--- src/common/ssio_map.vh ---
// Purpose: Register map and constants of the synchronous serial unit.
// Assumes: Word-aligned APB byte addresses, 32-bit data.
// Notes:   Definitions only.
`ifndef SSIO_MAP_VH
`define SSIO_MAP_VH

// -----------------------------------------------------------------
// Register byte offsets
// -----------------------------------------------------------------
`define SSIO_OFS_CTRL1   4'h0
`define SSIO_OFS_DBUF    4'h4
`define SSIO_OFS_STAT    4'h8
`define SSIO_OFS_IDLE    4'hC

// -----------------------------------------------------------------
// Field positions
// -----------------------------------------------------------------
`define SSIO_BIT_START   7
`define SSIO_BIT_ABORT   6
`define SSIO_BIT_MODE_HI 5
`define SSIO_BIT_MODE_LO 4
`define SSIO_BIT_ACTIVE  3
`define SSIO_BIT_SHIFT   2
`define SSIO_BIT_IDLERUN 6

// -----------------------------------------------------------------
// Encodings and reset values
// -----------------------------------------------------------------
`define SSIO_MODE_TX     2'b00
`define SSIO_MODE_DUPLEX 2'b10
`define SSIO_MODE_RX     2'b11
`define SSIO_CLK_EXT     3'b111
`define SSIO_CTRL1_RST   8'h00
`define SSIO_IDLE_ONES   8'hBE
`define SSIO_STAT_ONES   8'hF3
`define SSIO_DUMMY       8'hFF

// -----------------------------------------------------------------
// Timing: internal clock half period is 2^(n) pclk cycles.
// -----------------------------------------------------------------
`define SSIO_N_BASE      4'd3
`define SSIO_N_SEL6      4'd9
`define SSIO_BITS        3'd7

`endif

--- src/rtl/ssio_top.v ---
// Purpose: Synchronous serial (shift) mode of a serial bus unit.
// Assumes: pclk at 10 MHz; link pins are asynchronous to pclk.
// Notes:   APB slave with zero wait states; one design file.
`timescale 1ns/10ps
`default_nettype none
`include "ssio_map.vh"

// Function
// - Idle run bit 6: 0 stops unit in idle mode, 1 keeps it running.
// - Clock select 111 uses external serial clock, else internal clock.
// - Seven internal clock rates, driven out on the serial clock pin.
// - Serial clock pin output goes high when a transfer begins.
// - Internal clock halts until software services the data buffer.
// - Transmit bits change on falling edge, receive sampled on rising.
// - Two-bit mode field picks transmit, receive or duplex.
// - Write first byte, set start; byte shifts out LSB first.
// - Byte moved to shifter marks buffer empty and interrupts.
// - Internal transmit waits after 8 bits until buffer written.
// - Output holds previous last bit until first falling edge.
// - Clearing start in transmit finishes data, then drops active.
// - Abort ends any transfer at once, clears active flag.
// - External clock: start left set sends dummy byte, then stops.
// - Receive shifts LSB first; after 8 bits buffer full, interrupt.
// - Internal receive halts clock until received byte is read.
// - Clearing start in receive/duplex ends after current byte stored.
// - Mode change discards buffer; software ends transfer first.
// - Duplex: out on fall, in on rise, interrupt per byte.
// - Internal duplex waits for read and new write.
// - Active flag reads 1 during transfer, 0 when complete.
module ssio_top (
    input  wire        pclk,
    input  wire        presetn,
    input  wire        psel,
    input  wire        penable,
    input  wire        pwrite,
    input  wire [11:0] paddr,
    input  wire [31:0] pwdata,
    output reg  [31:0] prdata,
    output reg         pready,
    output reg         pslverr,
    input  wire        idle_mode,
    input  wire        serial_clock_pin_in,
    output reg         serial_clock_pin_out,
    output reg         serial_clock_pin_oe,
    output reg         serial_out,
    input  wire        serial_in,
    output reg         buffer_interrupt
);

    // -------------------------------------------------------------
    // States
    // -------------------------------------------------------------
    localparam [1:0] ST_IDLE  = 2'd0;
    localparam [1:0] ST_WAIT  = 2'd1;
    localparam [1:0] ST_SHIFT = 2'd2;

    // -------------------------------------------------------------
    // Declarations
    // -------------------------------------------------------------
    reg  [1:0] state_q;
    reg        start_q;
    reg        abort_q;
    reg  [1:0] mode_q;
    reg  [2:0] clk_sel_q;
    reg        idle_run_q;
    reg  [7:0] tx_buf_q;
    reg        tx_full_q;
    reg  [7:0] rx_buf_q;
    reg        rx_full_q;
    reg  [7:0] tx_sh_q;
    reg  [7:0] rx_sh_q;
    reg  [2:0] bit_cnt_q;
    reg        last_q;
    reg  [8:0] div_q;
    reg        sck_s1_q;
    reg        sck_s2_q;
    reg        sck_s3_q;
    reg        si_s1_q;
    reg        si_s2_q;
    reg  [8:0] half_lim;
    reg  [3:0] n_sel;
    reg  [7:0] rd_byte;
    reg        map_hit;
    wire       setup_ph;
    wire       wr_acc;
    wire       rd_acc;
    wire [3:0] ofs;
    wire       ext_clk;
    wire       run_en;
    wire       tx_mode;
    wire       rx_mode;
    wire       ready_go;
    wire       fall_evt;
    wire       rise_evt;
    wire       int_tick;
    wire       wr_ctrl;
    wire       wr_dbuf;
    wire       rd_dbuf;
    wire       mode_chg;
    wire       byte_end;
    wire       stop_evt;

    // -------------------------------------------------------------
    // Bus decode
    // -------------------------------------------------------------
    // Requests are taken in the access phase; reads are prepared in
    // the setup phase so the slave never needs a wait state.
    assign setup_ph = psel & ~penable;
    assign wr_acc   = psel & penable & pwrite;
    assign rd_acc   = psel & penable & ~pwrite;
    assign ofs      = paddr[3:0];
    assign wr_ctrl  = wr_acc & (paddr[11:4] == 8'h00)
                    & (ofs == `SSIO_OFS_CTRL1);
    assign wr_dbuf  = wr_acc & (paddr[11:4] == 8'h00)
                    & (ofs == `SSIO_OFS_DBUF);
    assign rd_dbuf  = rd_acc & (paddr[11:4] == 8'h00)
                    & (ofs == `SSIO_OFS_DBUF);
    // Changing the mode field throws the buffered bytes away.
    assign mode_chg = wr_ctrl & (pwdata[5:4] != mode_q);

    // Read mux; reserved bits read as the map requires.
    always @* begin
        map_hit = (paddr[11:4] == 8'h00);
        rd_byte = 8'h00;
        case (ofs)
            `SSIO_OFS_CTRL1: rd_byte = {start_q, abort_q, mode_q,
                                        1'b1, clk_sel_q};
            `SSIO_OFS_DBUF:  rd_byte = rx_buf_q;
            `SSIO_OFS_STAT:  rd_byte = `SSIO_STAT_ONES
                                     | {4'h0, (state_q != ST_IDLE),
                                        (state_q == ST_SHIFT), 2'b00};
            `SSIO_OFS_IDLE:  rd_byte = `SSIO_IDLE_ONES
                                     | {1'b0, idle_run_q, 6'h00};
            default:         map_hit = 1'b0;
        endcase
    end

    // Registered bus answer; unmapped words read zero with an error.
    always @(posedge pclk or negedge presetn) begin
        if (!presetn) begin
            prdata  <= 32'h0000_0000;
            pready  <= 1'b1;
            pslverr <= 1'b0;
        end else if (setup_ph) begin
            prdata  <= {24'h00_0000, map_hit ? rd_byte : 8'h00};
            pslverr <= ~map_hit;
            pready  <= 1'b1;
        end
    end

    // -------------------------------------------------------------
    // Control registers
    // -------------------------------------------------------------
    // Start, abort, mode and clock select; start drops on its own
    // when the engine finishes the dummy byte.
    always @(posedge pclk or negedge presetn) begin
        if (!presetn) begin
            start_q    <= 1'b0;
            abort_q    <= 1'b0;
            mode_q     <= 2'b00;
            clk_sel_q  <= 3'b000;
            idle_run_q <= 1'b0;
        end else begin
            if (wr_ctrl) begin
                start_q   <= pwdata[`SSIO_BIT_START];
                abort_q   <= pwdata[`SSIO_BIT_ABORT];
                mode_q    <= pwdata[5:4];
                clk_sel_q <= pwdata[2:0];
            end else if (stop_evt) begin
                // After the dummy byte the unit stays stopped.
                start_q <= 1'b0;
            end
            // Bit 0 of the idle word is not stored: it must read 0.
            if (wr_acc && map_hit && ofs == `SSIO_OFS_IDLE) begin
                idle_run_q <= pwdata[`SSIO_BIT_IDLERUN];
            end
        end
    end

    // -------------------------------------------------------------
    // Pin synchronisers
    // -------------------------------------------------------------
    // Two flops per pin; a third stage on the clock finds edges.
    always @(posedge pclk or negedge presetn) begin
        if (!presetn) begin
            sck_s1_q <= 1'b1;
            sck_s2_q <= 1'b1;
            sck_s3_q <= 1'b1;
            si_s1_q  <= 1'b0;
            si_s2_q  <= 1'b0;
        end else begin
            sck_s1_q <= serial_clock_pin_in;
            sck_s2_q <= sck_s1_q;
            sck_s3_q <= sck_s2_q;
            si_s1_q  <= serial_in;
            si_s2_q  <= si_s1_q;
        end
    end

    // -------------------------------------------------------------
    // Clock source and edges
    // -------------------------------------------------------------
    assign ext_clk = (clk_sel_q == `SSIO_CLK_EXT);
    // Idle mode freezes the engine, all but abort and mode change, unless run bit set.
    assign run_en  = ~(idle_mode & ~idle_run_q);
    assign tx_mode = (mode_q == `SSIO_MODE_TX)
                   | (mode_q == `SSIO_MODE_DUPLEX);
    assign rx_mode = (mode_q == `SSIO_MODE_RX)
                   | (mode_q == `SSIO_MODE_DUPLEX);

    // Seven rates: half period of 2^n cycles, n = 3..9.
    always @* begin
        n_sel = `SSIO_N_BASE + {1'b0, clk_sel_q};
        if (clk_sel_q == 3'b110) begin
            n_sel = `SSIO_N_SEL6;
        end
        half_lim = 9'h1FF >> (4'd9 - n_sel);
    end

    assign int_tick = ~ext_clk & (div_q == half_lim);
    // External edges come from synchronised samples.
    assign fall_evt = ext_clk ? (sck_s3_q & ~sck_s2_q)
                              : (int_tick & serial_clock_pin_out);
    assign rise_evt = ext_clk ? (~sck_s3_q & sck_s2_q)
                              : (int_tick & ~serial_clock_pin_out);
    assign byte_end = rise_evt & (bit_cnt_q == `SSIO_BITS);
    // A stored start would restart at once, so the last byte drops it.
    assign stop_evt = run_en & ~abort_q & ~mode_chg & (state_q == ST_SHIFT)
                    & byte_end & last_q;

    // Internal clock waits while software is behind.
    // Transmit needs a new byte, receive needs a read.
    assign ready_go = (~tx_mode | tx_full_q) & (~rx_mode | ~rx_full_q);

    // -------------------------------------------------------------
    // Shift engine
    // -------------------------------------------------------------
    // External clock never stalls: a missing byte becomes a dummy
    // and the unit stops after it, so the far end sees no hang.
    always @(posedge pclk or negedge presetn) begin
        if (!presetn) begin
            state_q              <= ST_IDLE;
            tx_sh_q              <= 8'h00;
            rx_sh_q              <= 8'h00;
            bit_cnt_q            <= 3'd0;
            last_q               <= 1'b0;
            div_q                <= 9'd0;
            serial_clock_pin_out <= 1'b1;
            serial_out           <= 1'b1;
            buffer_interrupt     <= 1'b0;
        end else begin
            buffer_interrupt <= 1'b0;
            if (abort_q || mode_chg) begin
                // Abort kills the transfer at once.
                state_q              <= ST_IDLE;
                serial_clock_pin_out <= 1'b1;
                div_q                <= 9'd0;
            end else if (run_en) begin
                case (state_q)
                    ST_IDLE: begin
                        if (start_q) begin
                            // Clock pin parks high.
                            serial_clock_pin_out <= 1'b1;
                            last_q               <= 1'b0;
                            state_q              <= ST_WAIT;
                        end
                    end
                    ST_WAIT: begin
                        div_q <= 9'd0;
                        if (!start_q) begin
                            // Wind-down done.
                            state_q <= ST_IDLE;
                        end else if (ready_go || ext_clk) begin
                            // Load buffer into shifter.
                            bit_cnt_q <= 3'd0;
                            state_q   <= ST_SHIFT;
                            if (tx_mode) begin
                                tx_sh_q <= tx_full_q ? tx_buf_q
                                                     : `SSIO_DUMMY;
                            end
                            // Dummy byte is the last one.
                            last_q <= ext_clk & ~ready_go;
                            // Buffer empty interrupt.
                            if (mode_q == `SSIO_MODE_TX) begin
                                buffer_interrupt <= tx_full_q;
                            end
                        end
                    end
                    ST_SHIFT: begin
                        if (int_tick) begin
                            div_q <= 9'd0;
                            serial_clock_pin_out <= ~serial_clock_pin_out;
                        end else if (!ext_clk) begin
                            div_q <= div_q + 9'd1;
                        end
                        // Output only moves on a falling edge, so the
                        // old last bit holds until then.
                        if (fall_evt && tx_mode) begin
                            serial_out <= tx_sh_q[0];
                        end
                        if (rise_evt) begin
                            // LSB first in and out.
                            tx_sh_q   <= {1'b1, tx_sh_q[7:1]};
                            rx_sh_q   <= {si_s2_q, rx_sh_q[7:1]};
                            bit_cnt_q <= bit_cnt_q + 3'd1;
                        end
                        if (byte_end) begin
                            if (rx_mode) begin
                                buffer_interrupt <= 1'b1;
                            end
                            // Stop after the current byte.
                            state_q <= (last_q || !start_q) ? ST_IDLE
                                                            : ST_WAIT;
                        end
                    end
                    default: begin
                        state_q <= ST_IDLE;
                    end
                endcase
            end
        end
    end

    // -------------------------------------------------------------
    // Data buffer
    // -------------------------------------------------------------
    // Separate write and read halves; a hardware set wins over a
    // software clear in the same cycle.
    always @(posedge pclk or negedge presetn) begin
        if (!presetn) begin
            tx_buf_q  <= 8'h00;
            tx_full_q <= 1'b0;
            rx_buf_q  <= 8'h00;
            rx_full_q <= 1'b0;
        end else if (mode_chg) begin
            // Contents are not kept over a mode change.
            tx_full_q <= 1'b0;
            rx_full_q <= 1'b0;
            rx_buf_q  <= 8'h00;
        end else begin
            if (wr_dbuf) begin
                tx_buf_q  <= pwdata[7:0];
                tx_full_q <= 1'b1;
            end else if (run_en && !abort_q && state_q == ST_WAIT
                         && start_q && tx_mode
                         && (ready_go || ext_clk)) begin
                tx_full_q <= 1'b0;
            end
            if (run_en && !abort_q && state_q == ST_SHIFT
                && byte_end && rx_mode) begin
                // Completed byte lands in the buffer.
                rx_buf_q  <= {si_s2_q, rx_sh_q[7:1]};
                rx_full_q <= 1'b1;
            end else if (rd_dbuf) begin
                rx_full_q <= 1'b0;
            end
        end
    end

    // -------------------------------------------------------------
    // Clock pin direction
    // -------------------------------------------------------------
    // The pin is driven only when the clock is made here.
    always @(posedge pclk or negedge presetn) begin
        if (!presetn) begin
            serial_clock_pin_oe <= 1'b0;
        end else begin
            serial_clock_pin_oe <= ~ext_clk;
        end
    end

endmodule
`default_nettype wire

--- config.mk ---
export PLATFORM = sky130hd
export DESIGN_NAME = ssio_top
export DESIGN_NICKNAME = d
export VERILOG_FILES = /design/src/rtl/ssio_top.v
export VERILOG_INCLUDE_DIRS = /design/src /design/src/common
export SDC_FILE = /design/constraint.sdc
export NUM_CORES = 1
export LEC_CHECK = 0
export BUFFER_PORTS_ARGS = -buffer_cell sky130_fd_sc_hd__buf_2
export CORE_MARGIN = 1
export CORE_UTILIZATION = 55
export DETAILED_ROUTE_END_ITERATION = 16
export PLACE_DENSITY = 0.88
export SKIP_LAST_GASP = 1
export SLEW_MARGIN = 20
export SYNTH_ARGS = -nofsm -noshare
export SYNTH_HDL_FRONTEND = slang
export SYNTH_SLANG_ARGS = --single-unit
--- constraint.sdc ---
create_clock -name pclk -period 4.8 [get_ports pclk]
set_clock_uncertainty 0.05 [all_clocks]
set_input_delay 0.48 -clock pclk [delete_from_list [all_inputs] [get_ports pclk]]
set_output_delay 0.48 -clock pclk [all_outputs]
set_load 0.01 [all_outputs]
# --- After elaboration in Yosys (flattened, before gate mapping) ---
# Index checks and enable logic that the tools add are counted.
classes:
  n_addsub: 4
  eq_ne: 23
  shift: 1
  mux: 56
  bitwise_logic: 44
  n_reduce_logical: 39
ops:
  columns: ["op", "n"]
  rows:
  - ["8-bit two-way mux", 8]
  - ["9-bit two-way mux", 4]
  - ["8-bit case mux with 4 select lines", 1]
  - ["1-bit two-way mux", 26]
  - ["1-bit bitwise AND", 24]
  - ["9-bit case mux with 2 select lines", 1]
  - ["1-bit NOT", 16]
  - ["8-bit case mux with 2 select lines", 1]
  - ["4-bit AND reduction", 4]
  - ["2-bit two-way mux", 6]
  - ["6-bit AND reduction", 2]
  - ["3-bit nonzero test", 4]
  - ["1-bit logical AND", 11]
  - ["2-bit inequality test (second input constant)", 5]
  - ["2-bit nonzero test", 5]
  - ["9-bit by 1-bit adder with 9-bit output (second input constant)", 1]
  - ["3-bit equality test (second input constant)", 3]
  - ["9-bit equality test", 1]
  - ["3-bit two-way mux", 3]
  - ["3-bit inequality test (second input constant)", 3]
  - ["9-bit by 4-bit right shift with 9-bit output (first input constant)", 1]
  - ["4-bit equality test (second input constant)", 2]
  - ["8-bit zero test", 1]
  - ["4-bit inequality test (second input constant)", 2]
  - ["other kinds (21)", 32]
totals:
  register_bits: 75
  in_bits: 52

# --- Longest topological paths before layout ---
logic_depth:
  depth_word: 13
  ltp_mapped: 16

# --- Worst setup path before layout ---
# OpenSTA, ideal clock, no wires.
synth_timing:
  kind: "reg-to-reg"
  start: "register clk_sel_q[0]"
  end: "register rx_sh_q[1]"
  setup_ps: 125
  arrival_time_ps: 3421
  setup_slack_ps: 1204
  stages_incl_launch_ff: 13
  period_less_slack_ps: 3596
  cell_sequence: "dfrtp_1 > buf_6 > inv_1 > ha_1 > a21oi_1 > inv_1 > ha_1 > or4_1 > o211ai_1 > nand4_1 > or4_4 > a21oi_4 > mux2_2"
synth_via:
  elab_chain_cells: 9
  elab_cells_between_ends: 12
  classes_between: "add/sub (2); eq/ne (3); shift (1); mux (2); bitwise (3); reduce/logical (1)"
synth_lines:
  columns: ["element", "line", "rtl"]
  rows:
  - ["start, declared", "ssio_top.v:64", "reg [2:0] clk_sel_q;"]
  - ["start signal, assigned", "ssio_top.v:168", "clk_sel_q <= pwdata[2:0];"]
  - ["2-bit by 3-bit adder with 4-bit output (no line) / 3-bit equality test (equally long branches)", null, null]
  - ["4-bit two-way mux", "ssio_top.v:214", "if (clk_sel_q == 3'b110) begin"]
  - ["4-bit subtractor", "ssio_top.v:217", "half_lim = 9'h1FF >> (4'd9 - n_sel);"]
  - ["9-bit by 4-bit right shift with 9-bit output", "ssio_top.v:217", null]
  - ["9-bit equality test", "ssio_top.v:220", "assign int_tick = ~ext_clk & (div_q == half_lim);"]
  - ["1-bit bitwise AND", "ssio_top.v:220", null]
  - ["1-bit bitwise AND", "ssio_top.v:225", ": (int_tick & ~serial_clock_pin_out);"]
  - ["1-bit two-way mux *", "ssio_top.v:224", "assign rise_evt = ext_clk ? (~sck_s3_q & sck_s2_q)"]
  - ["4-bit AND reduction (no line) *", null, null]
  - ["end signal, assigned", "ssio_top.v:304", "rx_sh_q <= {si_s2_q, rx_sh_q[7:1]};"]
  - ["end, declared", "ssio_top.v:71", "reg [7:0] rx_sh_q;"]
# Mark *: on every way between the ends. The rest lies on a longest branch, timed or not.
# A chain may end at the register's enable or synchronous reset.

# --- Final worst setup path ---
layout_timing:
  start: "register clk_sel_q[0]"
  end: "register rx_sh_q[7]"
# Same word-level chain as after synthesis.

==> results.json <==
{
  "r2r_cells": 11,
  "synth_cell_types": 62,
  "regToRegSetupSlack_ps": 620,
  "maxCapViolations": 0,
  "syn_inst": 440,
  "yosysTopAreaCellShare_pct": 39.67,
  "fmax_mhz": 239.1,
  "drc": 0,
  "track_usage_pct": 23.99,
  "start_util_pct": 56.62,
  "cts_made_buffers": 9,
  "cts_tree": "built",
  "antenna_found_initial": 0,
  "regToRegEndpoint": "rx_sh_q[7]$_DFFE_PN0P_",
  "placeableCoreArea_um2": 7687,
  "synth_top_cell_by_area": "dfrtp_1",
  "timing.rr.start": "clk_sel_q[0]$_DFFE_PN0P_",
  "antenna_cells": 0,
  "worst-path-buf-inv": 2,
  "io_pins": 90,
  "drt-total-wl_um": 9169,
  "cts_resized": 0,
  "cts.sink_count": 74,
  "syn2layout_area_growth_pct": 8.594,
  "tightest_slew_ps": 911.8,
  "postCtsHoldBufs": 0,
  "ant_nets": 0,
  "arrival_ps": 4380,
  "synthTopCellsByArea": "dfrtp_1, mux2_2, buf_4",
  "yosysMostFrequentCell": "dfrtp_1",
  "postCtsSetupRepairBufs": 0,
  "grt_max_degree": 43,
  "grt_remaining_overflow": 0,
  "critPathCaptureType": "flip-flop",
  "netlist_top_cells_count": "dfrtp_1, nand2_1, mux2_2",
  "wl_per_cell_um": 15.81,
  "critPathKind": "reg -> reg",
  "drtPass1Iterations": 5,
  "ys_ff_latch": 74,
  "hold_path_end": "sck_s1_q$_DFF_PN1_",
  "synthArstFlopShare_pct": 100.0,
  "critPathTopFamily": "simple AND/OR/NAND/NOR gates",
  "drv_slew": 0,
  "min_period_over_period_pct": 87.13,
  "drive_gt1_share_pct": 22.80,
  "clockBufferDepth": 2,
  "critical-path-slowest-cell": "dfrtp_1",
  "ys.flop_type": "dfrtp_1",
  "viasPerCell": 5.903,
  "fp.dieH_um": 90.96,
  "whs_ps": 171.6,
  "critPathMaxStageDelay_ps": 620,
  "fin_util_pct": 61.49,
  "clk_latency_ps": 350,
  "drtIter0Drc": 240,
  "min_path_cells": 1,
  "max-slew-margin-rel_pct": 39.21,
  "hold_viol_final": 0,
  "grt_pass1_wl_um": 15690,
  "synth_warnings": 0,
  "ir_worst_vdd_v": 0.0002066,
  "hold_class": "in -> reg",
  "rows": 32,
  "grt_pass1_vias": 3332,
  "synth_edf_count": 0,
  "critPathLaunchType": "flip-flop",
  "place.gp.congestion": 0.9042,
  "setup_ws_ps": 617.6,
  "netlist_area_um2": 4353,
  "crit_chain": "inv_1, ha_1, a21oi_1, inv_1, ha_1, or4_1, o211ai_1, nand4_1, or4_4, a21oi_4, mux2_2",
  "rsz0062_at_grt": "false",
  "dieWidth_um": 90.96,
  "setup_viol": 0,
  "hpwl_um": 6654,
  "cp_data_required_time_ps": 4990,
  "htreeDepth": 3,
  "setup_tns_ps": 0,
  "cts-root-buf": "clkbuf_8",
  "p_total_mw": 1.339,
  "period_needed_ps": 4182,
  "dieArea_um2": 8274,
  "hold_path_startpoint": "serial_clock_pin_in",
  "p_per_area_nw_per_um2": 283.4,
  "outcome": "finished clean",
  "cts.clk_slew.worst_paths_ps": 90,
  "fin_nets": 538,
  "power_leakage_nw": 2.192,
  "syn_area_per_cell_um2": 9.893,
  "portBuffers": 40,
  "cp_max_fo": 11,
  "routed-via-count": 3424,
  "yosysSeqAreaShare_pct": 42.68,
  "preCtsSetupSlack_ps": 637.7
}
==> state kept, by name (all words and copies together), names as in the netlist, 2 cells and up <==
signal	flops
prdata	8
rx_sh_q	7
bit_cnt_q	3
tx_buf_q	8
state_q	2
div_q	9
clk_sel_q	3
rx_buf_q	8
mode_q	2
tx_sh_q	8
==> cell families after synthesis <==
kind of cell,after synthesis,synth area share (%)
AO/OA/AOI/OAI,109,17.76
XOR/XNOR,4,0.9775
adder cells (fa/ha/maj),13,3.737
buffers and inverters,60,7.588
flip-flops,74,42.68
multiplexers,38,9.658
other,2,0.1725
AND/OR/NAND/NOR,140,17.42
==> cell type report <==
class,instances,area [um^2]
clock buffers,9,123.9
clock inverters,7,83.83
fillers,647,2960
inverters,16,60.06
multi-input cells,329,2251
flip-flops and latches,74,1858
well taps,102,127.6
repair buffers,43,222.7
==> worst reg2reg max path: stages, from the launching register on <==
cell	delay (ps)
dfrtp_1	620
inv_1	120
ha_1	300
a21oi_1	440
inv_1	130
ha_1	290
or4_1	520
o211ai_1	110
nand4_1	230
or4_4	580
a21oi_4	300
mux2_2	380
==> per-stage QoR <==
stage,cells,cell area [um^2]
final,580,4727
after global routing,580,4727
after detailed placement,564,4519
after CTS,580,4727
after global placement,564,4519
after floorplan,463,4439
==> layout by cell type, fill, tap and decap left out, types with 2 or more instances in the layout <==
master and count:
nand2b_1 9, nand3b_1 3, inv_6 3, a21oi_1 20
nand2_1 44, nor3_1 6, nor3b_1 4, a21o_1 2
clkbuf_8 9, nor4_1 2, nand3_1 11, xor2_1 2
mux2_2 32, buf_2 40, ha_1 13, inv_1 16
nor2_1 19, nor2b_1 12, o211ai_1 3, a31oi_1 5
nand4b_1 3, o31ai_1 15, a22o_1 16, mux2i_1 6
o2111a_1 2, a31o_2 4, and2_1 4, nand4_1 5
o21ai_0 23, conb_1 25, a21boi_0 3, dfrtp_1 69
buf_4 3, and3_1 8, a211oi_1 2, dfstp_2 5
==> metal layers <==
metal / share of wire (%) / wire [um] / vias to the layer above / global-route usage [%]
met1: 42 / 3839 / 1650 / 30.14
met3: 5.2 / 475 / 30 / 4.941
li1: - / - / 1614 / -
met5: 0 / 0 / - / 0
met2: 50 / 4622 / 130 / 41.22
met4: 2.5 / 232 / 0 / 8.201
==> worst max-delay path by stage <==
| stage | start | endpoint | slack [ps] | cells past startpoint |
|---|---|---|---|---|
| floorplan | clk_sel_q[0]$_DFFE_PN0P_ | rx_sh_q[1]$_DFFE_PN0P_ | 1200 | 12 |
| global placement | clk_sel_q[0]$_DFFE_PN0P_ | rx_sh_q[5]$_DFFE_PN0P_ | 790 | 11 |
| detailed placement | clk_sel_q[0]$_DFFE_PN0P_ | rx_sh_q[3]$_DFFE_PN0P_ | 640 | 11 |
| CTS | clk_sel_q[0]$_DFFE_PN0P_ | rx_sh_q[7]$_DFFE_PN0P_ | 630 | 11 |
| global route | clk_sel_q[0]$_DFFE_PN0P_ | rx_sh_q[3]$_DFFE_PN0P_ | 420 | 11 |
| finish | clk_sel_q[0]$_DFFE_PN0P_ | rx_sh_q[7]$_DFFE_PN0P_ | 620 | 11 |
==> power breakdown <==
part | internal [mW] | switching (mW) | total (mW) | leakage, nW
Sequential | 0.646 | 0.0167 | 0.662 | 0.961
Combinational | 0.0634 | 0.110 | 0.173 | 1.13
Clock | 0.250 | 0.254 | 0.504 | 0.103
No activity file was read; power rests on OpenSTA's default activity.
